## src/rtl/acs_pkg.sv

```systemverilog
// shared types and constants of the converter control block
package acs_pkg;
  typedef struct packed {
    logic single_ended_select;
    logic [2:0] channel_select;
    logic [1:0] power_manage;
    logic [1:0] read_source;
    logic interface_mode;
    logic conversion_launch;
    logic calibration_kind;
    logic [1:0] calibration_choice;
    logic calibration_launch;
  } acs_ctrl_t;

  typedef struct packed {
    logic [3:0] pos;
    logic [3:0] neg;
  } acs_mux_t;

  typedef enum logic [3:0] {
    CS_IDLE = 4'h1,
    CS_DAC = 4'h2,
    CS_GAIN = 4'h4,
    CS_OFFS = 4'h8
  } acs_cal_state_t;

  localparam acs_ctrl_t CTRL_RST = 14'h0000;
  localparam logic [15:0] STATUS_RST = 16'h0000;
  localparam logic [1:0] RD_STATUS = 2'h3;
  localparam logic [1:0] CAL_FULL = 2'h0;
  localparam logic [1:0] CAL_GAIN_OFFS = 2'h1;
  localparam logic [1:0] CAL_OFFS_ONLY = 2'h2;
  localparam logic [1:0] CAL_GAIN_ONLY = 2'h3;
  localparam logic [3:0] AIN_GND = 4'h0;
  localparam acs_mux_t MUX_RST = 8'h12;
  localparam int ST_ZERO = 15;
  localparam int ST_BUSY = 14;
  localparam int ST_CH_HI = 13;
  localparam int ST_CH_LO = 10;
  localparam int ST_PM_HI = 9;
  localparam int ST_PM_LO = 8;
  localparam int ST_RD_HI = 7;
  localparam int ST_RD_LO = 6;
  localparam int ST_MODE = 5;
  localparam int ST_DONTCARE = 4;
  localparam int ST_KIND = 3;
  localparam int ST_CHOICE_HI = 2;
  localparam int ST_CHOICE_LO = 1;
  localparam int ST_CAL = 0;
endpackage

```

## src/rtl/acs_mux_dec.sv

```systemverilog
// input multiplexer decode from single-ended select and channel code
`timescale 1ns/1ps
`default_nettype none
module acs_mux_dec (
  input wire logic se_i,
  input wire logic [2:0] ch_i,
  output acs_pkg::acs_mux_t mux_o
);
  import acs_pkg::*;
  logic [3:0] odd_in;
  logic [3:0] even_in;

  always_comb begin
    odd_in = {1'b0, ch_i[1:0], 1'b1};
    even_in = odd_in + 4'h1;
    if (se_i) begin
      mux_o.pos = ch_i[2] ? even_in : odd_in; // RULE_02
      mux_o.neg = AIN_GND; // RULE_02
    end else begin
      mux_o.pos = ch_i[2] ? even_in : odd_in; // RULE_01
      mux_o.neg = ch_i[2] ? odd_in : even_in; // RULE_01
    end
  end
endmodule
`default_nettype wire

```

## src/rtl/acs_cal_seq.sv

```systemverilog
// calibration step sequencer
`timescale 1ns/1ps
`default_nettype none
module acs_cal_seq (
  input wire logic clk_sys_i,
  input wire logic rst_n_i,
  input wire logic start_i,
  input wire logic [1:0] choice_i,
  input wire logic step_done_i,
  output acs_pkg::acs_cal_state_t state_o,
  output logic step_start_o,
  output logic done_o
);
  import acs_pkg::*;
  acs_cal_state_t state_ff, nxt_state_ff;
  logic [1:0] choice_ff, nxt_choice_ff;
  logic start_ff, nxt_start_ff;
  logic done_ff, nxt_done_ff;

  always_comb begin
    nxt_state_ff = state_ff;
    nxt_choice_ff = choice_ff;
    nxt_start_ff = 1'b0;
    nxt_done_ff = 1'b0;
    case (state_ff)
      CS_IDLE: begin
        if (start_i) begin
          nxt_choice_ff = choice_i;
          nxt_start_ff = 1'b1;
          if (choice_i == CAL_FULL) begin
            nxt_state_ff = CS_DAC; // RULE_03
          end else if (choice_i == CAL_OFFS_ONLY) begin
            nxt_state_ff = CS_OFFS; // RULE_05
          end else begin
            nxt_state_ff = CS_GAIN; // RULE_04
          end
        end
      end
      CS_DAC: begin
        if (step_done_i) begin
          nxt_state_ff = CS_GAIN; // RULE_03
          nxt_start_ff = 1'b1;
        end
      end
      CS_GAIN: begin
        if (step_done_i) begin
          if (choice_ff == CAL_GAIN_ONLY) begin
            nxt_state_ff = CS_IDLE; // RULE_06
            nxt_done_ff = 1'b1;
          end else begin
            nxt_state_ff = CS_OFFS; // RULE_23
            nxt_start_ff = 1'b1;
          end
        end
      end
      CS_OFFS: begin
        if (step_done_i) begin
          nxt_state_ff = CS_IDLE; // RULE_23
          nxt_done_ff = 1'b1;
        end
      end
      default: begin
        nxt_state_ff = CS_IDLE;
      end
    endcase
  end

  always_ff @(posedge clk_sys_i or negedge rst_n_i) begin
    if (!rst_n_i) begin
      state_ff <= CS_IDLE;
      choice_ff <= CAL_FULL;
      start_ff <= 1'b0;
      done_ff <= 1'b0;
    end else begin
      state_ff <= nxt_state_ff;
      choice_ff <= nxt_choice_ff;
      start_ff <= nxt_start_ff;
      done_ff <= nxt_done_ff;
    end
  end

  assign state_o = state_ff;
  assign step_start_o = start_ff;
  assign done_o = done_ff;
endmodule
`default_nettype wire

```

## src/rtl/acs_adc_ctrl.sv

```systemverilog
// converter control word, channel and calibration decode, status word
//////////////////////////////////////////////////////////////////////////
// Function
// RULE_01: differential codes pair odd/even inputs, swap on bit2
// RULE_02: single-ended uses ground as negative input
// RULE_03: mode0 choice00 runs dac, gain, offset
// RULE_04: choice01 runs gain then offset
// RULE_05: choice10 runs offset only
// RULE_06: choice11 runs gain only
// RULE_07: mode1 choice00 runs dac, system gain, offset
// RULE_08: status bit3 reports calibration mode
// RULE_09: status returned only with read source 11
// RULE_10: status word clears to zero at reset
// RULE_11: status bit15 always zero
// RULE_12: status bit14 shows conversion or calibration busy
// RULE_13: status bits13-10 echo channel selection
// RULE_14: status bits9-8 echo power management bits
// RULE_15: status bits7-6 read one when returned
// RULE_16: bit5 interface mode, cleared after each read
// RULE_17: status bit0 shows calibration in progress
// RULE_18: status bits2-1 echo calibration choice
// RULE_19: calibration launch clears when sequence finishes
// RULE_20: conversion launch starts one, clears at end
// RULE_21: reset channel is input1 against input2
// RULE_22: status bit4 reads zero
// RULE_23: only selected steps run, busy until last
//////////////////////////////////////////////////////////////////////////
`timescale 1ns/1ps
`default_nettype none
module acs_adc_ctrl (
  input wire logic clk_sys_i,
  input wire logic rst_n_i,
  input wire logic ctrl_wr_i,
  input wire acs_pkg::acs_ctrl_t ctrl_data_i,
  input wire logic rd_done_i,
  input wire logic conv_done_i,
  input wire logic cal_step_done_i,
  output logic [15:0] status_o,
  output logic status_sel_o,
  output acs_pkg::acs_mux_t mux_o,
  output logic conv_start_o,
  output logic cal_step_start_o,
  output acs_pkg::acs_cal_state_t cal_step_o,
  output logic cal_system_o
);
  import acs_pkg::*;

  acs_ctrl_t ctrl_ff, nxt_ctrl_ff;
  logic [15:0] status_ff, nxt_status_ff;
  acs_mux_t mux_ff;
  acs_mux_t nxt_mux_ff;
  logic conv_start_ff, nxt_conv_start_ff;
  logic sel_ff, nxt_sel_ff;
  logic system_ff, nxt_system_ff;
  logic busy_any;
  logic cal_go;
  logic conv_go;
  logic cal_done;
  acs_mux_t mux_dec;

  //////////////////////////////////////////////////////////////////////////
  // control word

  // a launch is refused while anything runs, so a launch bit is only ever
  // set when the matching engine really starts and is sure to clear again
  always_comb begin
    busy_any = ctrl_ff.conversion_launch | ctrl_ff.calibration_launch;
    cal_go = ctrl_wr_i & ctrl_data_i.calibration_launch & ~busy_any;
    conv_go = ctrl_wr_i & ctrl_data_i.conversion_launch & ~busy_any
      & ~ctrl_data_i.calibration_launch;
  end

  always_comb begin
    nxt_ctrl_ff = ctrl_ff;
    if (rd_done_i) begin
      nxt_ctrl_ff.interface_mode = 1'b0; // RULE_16
    end
    if (ctrl_wr_i) begin
      nxt_ctrl_ff = ctrl_data_i;
    end
    // a launch written in the end-of-run cycle is refused, so the clear takes effect
    nxt_ctrl_ff.calibration_launch = cal_go
      | (ctrl_ff.calibration_launch & ~cal_done); // RULE_19
    nxt_ctrl_ff.conversion_launch = conv_go
      | (ctrl_ff.conversion_launch & ~conv_done_i); // RULE_20
  end

  always_ff @(posedge clk_sys_i or negedge rst_n_i) begin
    if (!rst_n_i) begin
      ctrl_ff <= CTRL_RST; // RULE_21
    end else begin
      ctrl_ff <= nxt_ctrl_ff;
    end
  end

  //////////////////////////////////////////////////////////////////////////
  // channel decode and calibration sequencer

  acs_mux_dec u_mux (
    .se_i(ctrl_ff.single_ended_select),
    .ch_i(ctrl_ff.channel_select),
    .mux_o(mux_dec)
  );

  acs_cal_seq u_seq (
    .clk_sys_i(clk_sys_i),
    .rst_n_i(rst_n_i),
    .start_i(cal_go),
    .choice_i(ctrl_data_i.calibration_choice),
    .step_done_i(cal_step_done_i),
    .state_o(cal_step_o),
    .step_start_o(cal_step_start_o),
    .done_o(cal_done)
  );

  //////////////////////////////////////////////////////////////////////////
  // status word and registered outputs

  always_comb begin
    nxt_mux_ff = mux_dec;
    nxt_conv_start_ff = conv_go; // RULE_20
    nxt_sel_ff = (ctrl_ff.read_source == RD_STATUS); // RULE_09
    nxt_system_ff = cal_go ? ctrl_data_i.calibration_kind : system_ff; // RULE_07
    nxt_status_ff = STATUS_RST;
    nxt_status_ff[ST_ZERO] = 1'b0; // RULE_11
    nxt_status_ff[ST_BUSY] = busy_any; // RULE_12
    nxt_status_ff[ST_CH_HI:ST_CH_LO] = {ctrl_ff.single_ended_select,
      ctrl_ff.channel_select}; // RULE_13
    nxt_status_ff[ST_PM_HI:ST_PM_LO] = ctrl_ff.power_manage; // RULE_14
    // equals 11 whenever the word is the one selected for reading
    nxt_status_ff[ST_RD_HI:ST_RD_LO] = ctrl_ff.read_source; // RULE_15
    nxt_status_ff[ST_MODE] = ctrl_ff.interface_mode; // RULE_16
    nxt_status_ff[ST_DONTCARE] = 1'b0; // RULE_22
    nxt_status_ff[ST_KIND] = ctrl_ff.calibration_kind; // RULE_08
    nxt_status_ff[ST_CHOICE_HI:ST_CHOICE_LO] =
      ctrl_ff.calibration_choice; // RULE_18
    nxt_status_ff[ST_CAL] = ctrl_ff.calibration_launch; // RULE_17
  end

  always_ff @(posedge clk_sys_i or negedge rst_n_i) begin
    if (!rst_n_i) begin
      status_ff <= STATUS_RST; // RULE_10
      mux_ff <= MUX_RST; // RULE_21
      conv_start_ff <= 1'b0;
      sel_ff <= 1'b0;
      system_ff <= 1'b0;
    end else begin
      status_ff <= nxt_status_ff;
      mux_ff <= nxt_mux_ff;
      conv_start_ff <= nxt_conv_start_ff;
      sel_ff <= nxt_sel_ff;
      system_ff <= nxt_system_ff;
    end
  end

  assign status_o = status_ff;
  assign status_sel_o = sel_ff;
  assign mux_o = mux_ff;
  assign conv_start_o = conv_start_ff;
  assign cal_system_o = system_ff;
endmodule
`default_nettype wire

```

## config.mk

```make
export PLATFORM = sky130hd
export DESIGN_NAME = acs_adc_ctrl
export DESIGN_NICKNAME = d
export VERILOG_FILES = /design/src/rtl/acs_pkg.sv /design/src/rtl/acs_mux_dec.sv /design/src/rtl/acs_cal_seq.sv /design/src/rtl/acs_adc_ctrl.sv
export SDC_FILE = /design/constraint.sdc
export NUM_CORES = 1
export LEC_CHECK = 0
export ABC_AREA = 1
export BUFFER_PORTS_ARGS = -buffer_cell sky130_fd_sc_hd__buf_2
export CAP_MARGIN = 0
export CORE_ASPECT_RATIO = 0.5
export CORE_MARGIN = 4
export CORE_UTILIZATION = 30
export DETAILED_ROUTE_END_ITERATION = 12
export PLACE_DENSITY = 0.54
export SETUP_SLACK_MARGIN = 0.15
export SLEW_MARGIN = 25
export SYNTH_ARGS = -nofsm -noshare
export SYNTH_HDL_FRONTEND = slang
export SYNTH_SLANG_ARGS = --single-unit
```

## constraint.sdc

```tcl
create_clock -name clk_sys_i -period 1.2 [get_ports clk_sys_i]
set_input_delay 0 -clock clk_sys_i [delete_from_list [all_inputs] [get_ports clk_sys_i]]
set_output_delay 0 -clock clk_sys_i [all_outputs]
set_load 0.02 [all_outputs]
```

Word-level counts from Yosys, hierarchy flattened
Cells that the tools add are included.
{"block": "word_totals", "reg_bits": 47, "latch_bits": 0, "ramBits": 0, "word_cells": 70, "memories": 0, "rom_bits": 0, "output_inout_bits": 32, "input_bits": 20}
{"block": "classes", "shifts": 0, "n_lt_le_gt_ge": 0, "eq_ne": 11, "reduce_logical": 4, "div_mod_pow": 0, "mux": 21, "n_bitwise": 14, "add_sub_neg": 1, "mul": 0}
{"cell": "2-to-1 mux 4 bit", "n": 10}
{"cell": "case mux 4 bit (4 select lines)", "n": 1}
{"cell": "inequality test 2 bit, second input constant", "n": 4}
{"cell": "bitwise AND 1 bit", "n": 7}
{"cell": "2-to-1 mux 1 bit", "n": 7}
{"cell": "== test 2 bit, second input constant", "n": 3}
{"cell": "2-to-1 mux 6 bit", "n": 1}
{"cell": "adder 3 x 1 -> 4 bit, second input constant", "n": 1}
{"cell": "== test 4 x 1 -> 1 bit, second input constant", "n": 1}
{"cell": "== test 4 x 2 -> 1 bit, second input constant", "n": 1}
{"cell": "== test 4 x 3 -> 1 bit, second input constant", "n": 1}
{"cell": "== test 4 bit, second input constant", "n": 1}
{"cell": "inverter 1 bit", "n": 4}
{"cell": "AND reduction 4 bit", "n": 1}
{"cell": "OR 1 bit", "n": 3}
{"cell": "case mux 1 bit (3 select lines)", "n": 1}
{"cell": "zero test 2 bit", "n": 1}
{"cell": "case mux 1 bit (2 select lines)", "n": 1}
{"cell": "AND reduction 2 bit", "n": 1}
{"cell": "nonzero test 2 bit", "n": 1}

Logic depth before layout (Yosys ltp)
Gate-level depths: netlist (run 1).
{"block": "logic_depth", "word_depth": 5, "depth_mapped": 9, "depth_no_buf": 8}

Modules after synthesis
Synthesis (run 1) repeated with hierarchy kept, for this count alone.
{"block": "unflattened", "hier_cells": 178, "area_unflattened_um2": 1786.7}
{"module": "acs_adc_ctrl", "seq_area_each_um2": 978.4, "cells_each": 102, "n_inst": 1, "area_per_inst_um2": 1258.7}
{"module": "acs_cal_seq", "seq_area_each_um2": 201.4, "cells_each": 57, "n_inst": 1, "area_per_inst_um2": 431.7}
{"module": "acs_mux_dec", "seq_area_each_um2": 0.0, "cells_each": 19, "n_inst": 1, "area_per_inst_um2": 96.3}

Least setup slack after synthesis (run 1)
Ideal clock, no wire load.
{"block": "synth_timing", "kind": "register to register", "start": "register u_seq.state_ff[0] (netlist: u_seq.state_o[0])", "end": "register u_seq.start_ff (netlist: u_seq.step_start_o)", "path_buffers": 0, "synth_period_minus_slack_ns": 1.257, "setup_ns": 0.118, "t_required_ns": 1.082, "stages_incl_launch_ff": 7, "path_slack_ns": -0.057, "arrival_time_ns": 1.139, "path_cell_list": "dfstp_2 -> nand2_1 -> nor2_1 -> nand2_2 -> nand2_2 -> nor2_4 -> and2b_1"}
{"block": "synth_between", "elab_chain_cells": 2, "elab_cells_between_ends": 4, "cone_classes": "eq/ne (3); mux (1)"}
{"item": "start, declared", "line": "acs_cal_seq.sv:15", "rtl": "acs_cal_state_t state_ff, nxt_state_ff;"}
{"item": "start signal, assigned", "line": "acs_cal_seq.sv:75", "rtl": "state_ff <= nxt_state_ff;"}
{"item": "== test 4 x 3 -> 1 bit, or another cell as far along", "line": "acs_cal_seq.sv:25", "rtl": "case (state_ff)"}
{"item": "case mux 1 bit (3 select lines) *", "line": "acs_cal_seq.sv:25"}
{"item": "via u_seq.nxt_start_ff", "line": "acs_cal_seq.sv:17", "rtl": "logic start_ff, nxt_start_ff;"}
{"item": "end signal, assigned", "line": "acs_cal_seq.sv:77", "rtl": "start_ff <= nxt_start_ff;"}
{"item": "end, declared", "line": "acs_cal_seq.sv:17"}
The timed path passes the listed nets; every way through them passes the cells marked *.
A chain may end at the register's enable or synchronous reset.

Final worst setup path (run 1)
Ends and elaborated chain as after synthesis.

==> impl_metrics.tcl, run 1 <==
set metrics [dict create \
    outcome "complete, but fails checks" \
    violations "negative setup slack" \
    syn_avg_cell_area_sq_um 10.51 \
    drt_wl_total_um 3606 \
    setup-tns-final_ps -269.1 \
    drc 0 \
    fin_skew_ps 3.462 \
    dp_hpwl_um 2549 \
    arrival_ps 1430 \
    rsz0062_at_grt "yes" \
    vias 1317 \
    synth_commonest_cells "48 x nand2_1, 44 x dfrtp_1, 16 x inv_1, 11 x o21ai_0, 9 x nor2_1" \
    min_period_ps 1265 \
    gp_congestion 0.9335 \
    setup_violations 7 \
    dieArea_sq_um 7135 \
    ys_warn_count 0 \
    leakage_nw 1.324 \
    yosysMostFrequentCell "nand2_1" \
    initial_core_util_pct 31.31 \
    place_ws_ps 6.519 \
    finalPower_mw 5.121 \
    row_count 19 \
    synth_cells 165 \
    slew_viol_final 0 \
    grt_pass1_vias 1244 \
    clk_path_buf_depth 2 \
    hold_viol 0 \
    async_reset_ff_share_pct 100.0 \
    path_max_fanout 5 \
    seqCellArea_sq_um 1180 \
    endpoint_kind "flip-flop" \
    core_sq_um 5539 \
    hp-start "ctrl_data_i[2]" \
    htreeDepth 2 \
    peakVddDrop_uv 812.7 \
    clk_pin_slew_ps 60 \
    postRouteAntennaNets 0 \
    nFillCells 522 \
    viasPerCell 4.208 \
    clock-sinks 47 \
    synth_ff_type "dfrtp_1" \
    cts_tree "done" \
    maxCapViolations 0 \
    hold_ws_ps 7.367 \
    worst-r2r-setup-slack_ps -60 \
    finalCritPeriodShare_pct 105.4 \
    grt.overflow.total 0 \
    required_ps 1370 \
    post-route-util_pct 44.73 \
    setup_ws_ps -64.50 \
    dr.first_iter.drc_count 27 \
    first_pass_iters 4 \
    area_delta_synth_final_pct 42.86 \
    hold_path_depth 3 \
    synth_top_cell_by_area "dfrtp_1" \
    power_density_nw_per_um2 2067 \
    nets 260 \
    drive_above_1_share_pct 35.00 \
    ys_ff_latch 47 \
    synth_edf_count 0 \
    whs_endpoint "u_seq.choice_ff[1]" \
    start_kind "flip-flop" \
    clock_latency_ps 280 \
    root_buffer "clkbuf_16" \
    hp-class "input port to flip-flop" \
    reg2reg_from "u_seq.state_o[0]" \
    die_h_um 61.76 \
    wl_per_cell_um 11.52 \
    antenna_found_initial 0 \
    multiInputGateArea_sq_um 499.2 \
    synth_top_area_share_pct 63.49 \
    seq_area_frac_synth_pct 68.04 \
    grt_use_total_pct 10.20 \
    fmax_mhz 790.8 \
    ioPinCount 52 \
    critical_path_class "flip-flop to flip-flop" \
    cts_inserted_buffers 5 \
    reg2reg_to "u_seq.step_start_o" \
    antenna_cells 0 \
    grt_max_degree 24 \
    synth.distinct_cells 25 \
    synth_area_leaders "dfrtp_1 63%, nand2_1 10%, dfstp_2 4.5%" \
    syn_area_sq_um 1734 \
    grt_first_pass_wirelength_um 5651 \
    portBuffers 49 \
    fp.dieW_um 115.5 \
    worstRegToRegCells 6 \
]
-- state kept, by name (all words and copies together) (netlist names) --
name	count
status_sel_o	1
mux_o	8
cal_system_o	1
u_seq.state_o	4
u_seq.done_o	1
u_seq.choice_ff	2
ctrl_ff	14
u_seq.step_start_o	1
conv_start_o	1
status_o	14
-- per-stage QoR --
step / std cells / instance area, sq um
5_1_grt: 313 / 2477
6_report: 313 / 2477
3_5_place_dp: 287 / 2087
4_1_cts: 310 / 2416
2_1_floorplan: 166 / 1740
3_3_place_gp: 287 / 2087
-- metal layers --
layer / global-route usage, % / wire (um) / vias to the layer above
li1: - / - / 654
met1: 11.79 / 1552 / 638
met2: 18.59 / 1930 / 25
met3: 3.385 / 122 / 0
met4: 3.177 / 0 / 0
met5: 0 / 0 / -
-- power by group --
part           switching, mW  internal (mW)  leakage, nW
Clock                  0.544           1.03       0.0868
Combinational          0.910          0.572        0.659
Sequential             0.185           1.87        0.578
-- how the worst max path moves through the flow --
stage / start / to / slack, ps / cells past startpoint
floorplan: u_seq.state_o[1] / u_seq.step_start_o / -20 / 5
global placement: u_seq.state_o[0] / u_seq.step_start_o / 40 / 6
detailed placement: u_seq.state_o[3] / u_seq.step_start_o / 7 / 5
CTS: u_seq.state_o[0] / u_seq.step_start_o / 8 / 6
global route: u_seq.state_o[0] / u_seq.state_o[1] / -130 / 7
finish: u_seq.state_o[0] / u_seq.step_start_o / -60 / 6
-- timing repair --
action	in CTS	in global routing
hold buffers	14	0
hold endpoints to repair	58	0
setup endpoints to repair	8	10
pin swaps	0	3
buffers inserted	1	3
resized for setup	2	9
-- layout make-up --
class                           instances  share of cell area, %
Multi-Input combinational cell         96                  20.15
Clock inverter                          2                  1.414
Timing Repair Buffer                   71                  18.74
Tap cell                               73                  3.687
Sequential cell                        47                  47.63
Clock buffer                            6                  5.606
Inverter                               18                  2.778
-- cell families (layout without fill, tap and decap cells) --
kind of cell / after synthesis / count (layout) / synth area share (%)
other cells: 1 / 2 / 0.2162
simple gates: 77 / 77 / 19.91
fa+ha+maj: 1 / 1 / 0.7214
flops: 47 / 47 / 68.04
buf+inv: 23 / 97 / 5.844
compound gates: 15 / 15 / 4.762
xor+xnor: 1 / 1 / 0.5051
-- worst max-delay path, cell delays in order, from the launching register on --
cell     delay, ps
dfstp_2        600
nand2_2         90
nor2_4         130
nand2_2         60
nand2_2         80
nor2_4          50
and2b_1        140
-- cells in the final DEF (no fill, tap or decap), types with 2 or more instances in the layout --
master         instances
nand2_2                5
dfstp_2                3
nand2_4                2
nand2_1               46
nand4_1                2
clkbuf_16              5
nor2_4                 4
buf_2                 48
conb_1                 2
o21ai_1                2
o21ai_0                9
inv_1                 16
clkinv_2               2
nand3_1                6
dlygate4sd3_1         14
nor2_2                 2
buf_4                  7
nor2_1                 7
dfrtp_1               44
Power figures use the tool's default switching activity.
==> run 2, diff against run 1 <==
--- a/config.mk
+++ b/config.mk
@@ -13,6 +13,7 @@
 export CORE_UTILIZATION = 30
 export DETAILED_ROUTE_END_ITERATION = 12
 export PLACE_DENSITY = 0.54
+export RECOVER_POWER = 50
 export SETUP_SLACK_MARGIN = 0.15
 export SLEW_MARGIN = 25
 export SYNTH_ARGS = -nofsm -noshare
==> impl_metrics.tcl, run 2 (synthesized netlist as in run 1, its figures left out) <==
set metrics [dict create \
    tightest_slew_ps 662.2 \
    seqCellArea_sq_um 1180 \
    p_sw_mw 1.642 \
    dp.cells 287 \
    wl_per_cell_um 11.57 \
    portBuffers 49 \
    nets 260 \
    core_sq_um 5539 \
    initial_core_util_pct 31.31 \
    setup_violations 7 \
    use_met1_pct 11.79 \
    finalCritPeriodShare_pct 105.4 \
    gr-usage-met2_pct 18.59 \
    p_seq_share_pct 40.3 \
    clk_path_buf_depth 2 \
    grt_max_degree 24 \
    first_pass_iters 4 \
    stdcell_count 313 \
    path_max_fanout 5 \
    nFillCells 523 \
    ioPinCount 52 \
    grt_first_pass_wirelength_um 5651 \
    grt_use_met3_pct 3.385 \
    fp.dieW_um 115.5 \
    rsz0062_at_grt "yes" \
    grt.overflow.total 0 \
    slew_viol_final 0 \
    cts_inserted_buffers 5 \
    violations "negative setup slack" \
    leakage_nw 1.312 \
    antenna_cells 0 \
    power_frac_comb_pct 28.8 \
    grt_pass1_vias 1244 \
    start_kind "flip-flop" \
    internal-power_mw 3.474 \
    final_cell_mix "47 x buf_2, 46 x nand2_1, 44 x dfrtp_1" \
    row_count 19 \
    cp_top_family "flip-flops" \
    slew_headroom_pct 55.85 \
    drc 0 \
    arrival_ps 1430 \
    clk_pin_slew_ps 60 \
    drive_above_1_share_pct 34.17 \
    setup-tns-final_ps -269.0 \
    multiInputGateArea_sq_um 499.2 \
    hp-class "input port to flip-flop" \
    crit_slowest_cell "dfstp_2" \
    endpoint_kind "flip-flop" \
    grt_busiest_layer "met2" \
    peakVddDrop_uv 813.4 \
    crit_chain "nand2_2 > nor2_4 > nand2_2 > nand2_2 > nor2_4 > and2b_1" \
    htreeDepth 2 \
    dieArea_sq_um 7135 \
    crit_buf_inv 0 \
    die_h_um 61.76 \
    maxCapViolations 0 \
    gp_congestion 0.9335 \
    clockPowerShare_pct 30.9 \
    viasPerCell 4.227 \
    switching_share_pct 32.09 \
    area_delta_synth_final_pct 41.85 \
    vias 1323 \
    root_buffer "clkbuf_16" \
    fin_skew_ps 3.462 \
    setup_ws_ps -64.49 \
    max_stage_delay_ps 600 \
    clock_latency_ps 280 \
    required_ps 1370 \
    min_period_ps 1264 \
    critical_path_class "flip-flop to flip-flop" \
    final_common_cell "buf_2" \
    fmax_mhz 790.8 \
    antenna_found_initial 0 \
    clock-sinks 47 \
    postRouteAntennaNets 0 \
    hold_viol 0 \
    power_density_nw_per_um2 2080 \
    dp_hpwl_um 2549 \
    grt_use_total_pct 10.20 \
    outcome "complete, but fails checks" \
    hold_ws_ps 6.559 \
    crit_path_frequent_cell "nand2_2" \
    drt_wl_total_um 3620 \
    cts_tree "done" \
    finalInstanceArea_sq_um 2460 \
    dr.first_iter.drc_count 26 \
    postPlaceCellArea_sq_um 2087 \
]
[run 2: cell count changes in the layout (fill, tap and decap cells not counted), sizes merged]
| cell | change |
|---|---|
| buf | -3 |
| clkbuf | +3 |
[run 2: layout make-up]
class	count	area share [%]
sequential	47	47.97
multi-input combinational	96	20.30
timing repair buffer	71	18.16
clock buffer	6	5.646
tap	73	3.713
inverter	18	2.798
clock inverter	2	1.424
[run 2: metal layers]
metal	vias up	wire length, um	share of wire [%]
met5	-	0	0
met1	641	1550	43
met4	0	0	0
met2	27	1938	54
li1	655	-	-
met3	0	131	3.6
[run 2: final timing paths]
check | from | end | cells past startpoint | slack [ps]
worst min register to register | ctrl_ff[8] | status_o[8] | 0 | 370
min in group asynchronous | rst_n_i | status_o[7] | 2 | 260
max in group asynchronous | rst_n_i | u_seq.state_o[0] | 3 | 130
worst max-delay path | u_seq.state_o[0] | u_seq.step_start_o | 6 | -60
worst max register to register | u_seq.state_o[0] | u_seq.step_start_o | 6 | -60
worst min-delay path | ctrl_data_i[2] | u_seq.choice_ff[1] | 3 | 7
[run 2: repair_timing]
action                                  CTS  global route
endpoints found under the hold margin    58             0
endpoints found under the setup margin    8            10
hold buffers                             14             0
resized for setup                         2             9
pin swaps                                 0             3
buffers inserted                          1             3
[run 2: worst reg2reg max path: stages, from the launching register on]
cell	delay, ps
dfstp_2	600
nand2_2	90
nor2_4	130
nand2_2	60
nand2_2	80
nor2_4	50
and2b_1	140
[run 2: power groups by stage]
stage               Combinational (mW)  Sequential [mW]  Clock [mW]
detailed placement                1.25             2.07           0
floorplan                        0.611             2.29           0
CTS                               1.30             2.05        1.60
global placement                  1.23             2.06           0
finish                            1.47             2.06        1.58
global route                      1.62             2.10        1.69
[run 2: through the flow]
step | total power [mW] | utilization (%) | setup slack (ps)
floorplan | 2.899 | - | -18.10
CTS | 4.954 | 43.62 | 7.583
finish | 5.116 | 44.41 | -64.49
detailed placement | 3.319 | 37.68 | 6.519
global route | 5.408 | 44.41 | -126.5
global placement | 3.292 | 37.68 | 36.83
==> run 3, diff against run 2 <==
--- a/config.mk
+++ b/config.mk
@@ -10,9 +10,9 @@
 export CAP_MARGIN = 0
 export CORE_ASPECT_RATIO = 0.5
 export CORE_MARGIN = 4
-export CORE_UTILIZATION = 30
+export CORE_UTILIZATION = 45
 export DETAILED_ROUTE_END_ITERATION = 12
-export PLACE_DENSITY = 0.54
+export PLACE_DENSITY = 0.75
 export RECOVER_POWER = 50
 export SETUP_SLACK_MARGIN = 0.15
 export SLEW_MARGIN = 25
==> impl_metrics.tcl, run 3 (synthesized netlist as in run 1, its figures left out) <==
set metrics [dict create \
    clock_latency_ps 300 \
    outcome "complete, but fails checks" \
    maxCapViolations 0 \
    wl_per_cell_um 12.31 \
    leakage_nw 1.292 \
    post-route-util_pct 67.89 \
    clk_pin_slew_ps 80 \
    crit_path_frequent_cell "nand2_2" \
    grt.overflow.total 0 \
    grt_max_degree 34 \
    die_h_um 51.90 \
    root_buffer "clkbuf_8" \
    grt_use_met3_pct 4.480 \
    tightest_slew_ps 868.7 \
    endpoint_kind "flip-flop" \
    initial_core_util_pct 48.63 \
    gp_congestion 0.8531 \
    hold_viol 0 \
    violations "negative setup slack" \
    row_count 15 \
    fmax_mhz 814.2 \
    final_common_cell "nand2_1" \
    path_max_fanout 5 \
    stdcell_count 294 \
    final_cell_mix "45 x nand2_1, 44 x buf_2, 43 x dfrtp_1" \
    htreeDepth 2 \
    grt_first_pass_wirelength_um 5961 \
    reg2reg_from "u_seq.state_o[0]" \
    finalCritPeriodShare_pct 102.4 \
    first_pass_iters 4 \
    hp-start "cal_step_done_i" \
    antenna_found_initial 0 \
    power_density_nw_per_um2 1962 \
    crit_start "u_seq.state_o[0]" \
    slew_viol_final 0 \
    grt_pass1_vias 1298 \
    postPlaceCellArea_sq_um 2052 \
    slew_headroom_pct 42.09 \
    antenna_cells 0 \
    critical_path_class "flip-flop to flip-flop" \
    p_seq_share_pct 43.6 \
    setup-tns-final_ps -55.92 \
    internal-power_mw 3.083 \
    required_ps 1390 \
    p_sw_mw 1.667 \
    setup_violations 3 \
    clockPowerShare_pct 24.7 \
    clk_path_buf_depth 2 \
    dieArea_sq_um 4971 \
    max_stage_delay_ps 600 \
    start_kind "flip-flop" \
    dp_hpwl_um 2478 \
    grt_busiest_layer "met2" \
    ioPinCount 52 \
    viasPerCell 4.534 \
    clock-sinks 47 \
    cts_tree "done" \
    arrival_ps 1420 \
    fin_skew_ps 4.865 \
    crit_buf_inv 0 \
    cp_top_family "flip-flops" \
    fp.dieW_um 95.79 \
    area_delta_synth_final_pct 39.61 \
    min_period_ps 1228 \
    portBuffers 49 \
    dr.first_iter.drc_count 80 \
    gr-usage-met2_pct 29.69 \
    cts_inserted_buffers 5 \
    power_frac_comb_pct 31.7 \
    crit_chain "nand2_2 > nor2_4 > nand2_2 > nand2_2 > nor2_4 > and2b_1" \
    switching_share_pct 35.10 \
    nets 263 \
    setup_ws_ps -28.23 \
    postRouteAntennaNets 0 \
    drt_wl_total_um 3620 \
    grt_use_total_pct 16.37 \
    vias 1333 \
    hp-class "input port to flip-flop" \
    drc 0 \
    drive_above_1_share_pct 33.74 \
    crit_slowest_cell "dfstp_2" \
    finalInstanceArea_sq_um 2421 \
    peakVddDrop_uv 1547 \
    dp.cells 264 \
    core_sq_um 3566 \
    rsz0062_at_grt "yes" \
    use_met1_pct 17.76 \
]
[run 3: per-stage QoR]
stage,hold slack [ps],power (mW),setup WS (ps)
after detailed placement,-65.39,3.330,-0.5722
after floorplan,-295.6,2.899,-18.10
final,4.122,4.750,-28.23
after CTS,11.05,4.629,-10.96
after global routing,7.489,5.041,-93.83
after global placement,-77.88,3.266,45.49
[run 3: area by class of cell]
class / count / area [sq um]
inverter: 18 / 68.82
sequential: 47 / 1181
fill: 283 / 1145
timing repair buffer: 74 / 494.2
clock buffer: 5 / 68.82
clock inverter: 3 / 46.29
multi-input combinational: 96 / 498.0
tap: 51 / 63.81
[run 3: per-layer routing]
| layer | wire length (um) | share of wire, % |
|---|---|---|
| met5 | 0 | 0 |
| met4 | 75 | 2.1 |
| met3 | 166 | 4.6 |
| met2 | 1899 | 52 |
| met1 | 1478 | 41 |
[run 3: power by group through the flow]
stage / sequential, mW / combinational (mW) / clock, mW
6_report: 2.07 / 1.51 / 1.17
3_3_place_gp: 2.06 / 1.21 / 0
3_5_place_dp: 2.08 / 1.25 / 0
4_1_cts: 2.05 / 1.39 / 1.19
2_1_floorplan: 2.29 / 0.611 / 0
5_1_grt: 2.11 / 1.64 / 1.29
[run 3: worst register-to-register path: cells and delay by family (launching register included)]
family / cells / cell delay, ps
DFF: 1 / 600
and+or+nand+nor: 6 / 520
[run 3: path summary, 6_finish.rpt]
check / to / slack [ps] / cells after the start
min: u_seq.done_o / 4 / 3
max in group asynchronous: mux_o[4] / 160 / 3
max reg2reg: u_seq.step_start_o / -30 / 6
min reg2reg: status_o[2] / 380 / 0
min in group asynchronous: ctrl_ff[1] / 320 / 2
max: u_seq.step_start_o / -30 / 6
[run 3: what timing repair did]
action,in CTS,in global routing
pin swaps,1,1
endpoints found under the setup margin,10,10
resized for setup,6,11
endpoints found under the hold margin,61,0
buffers inserted,2,1
hold buffers,19,0
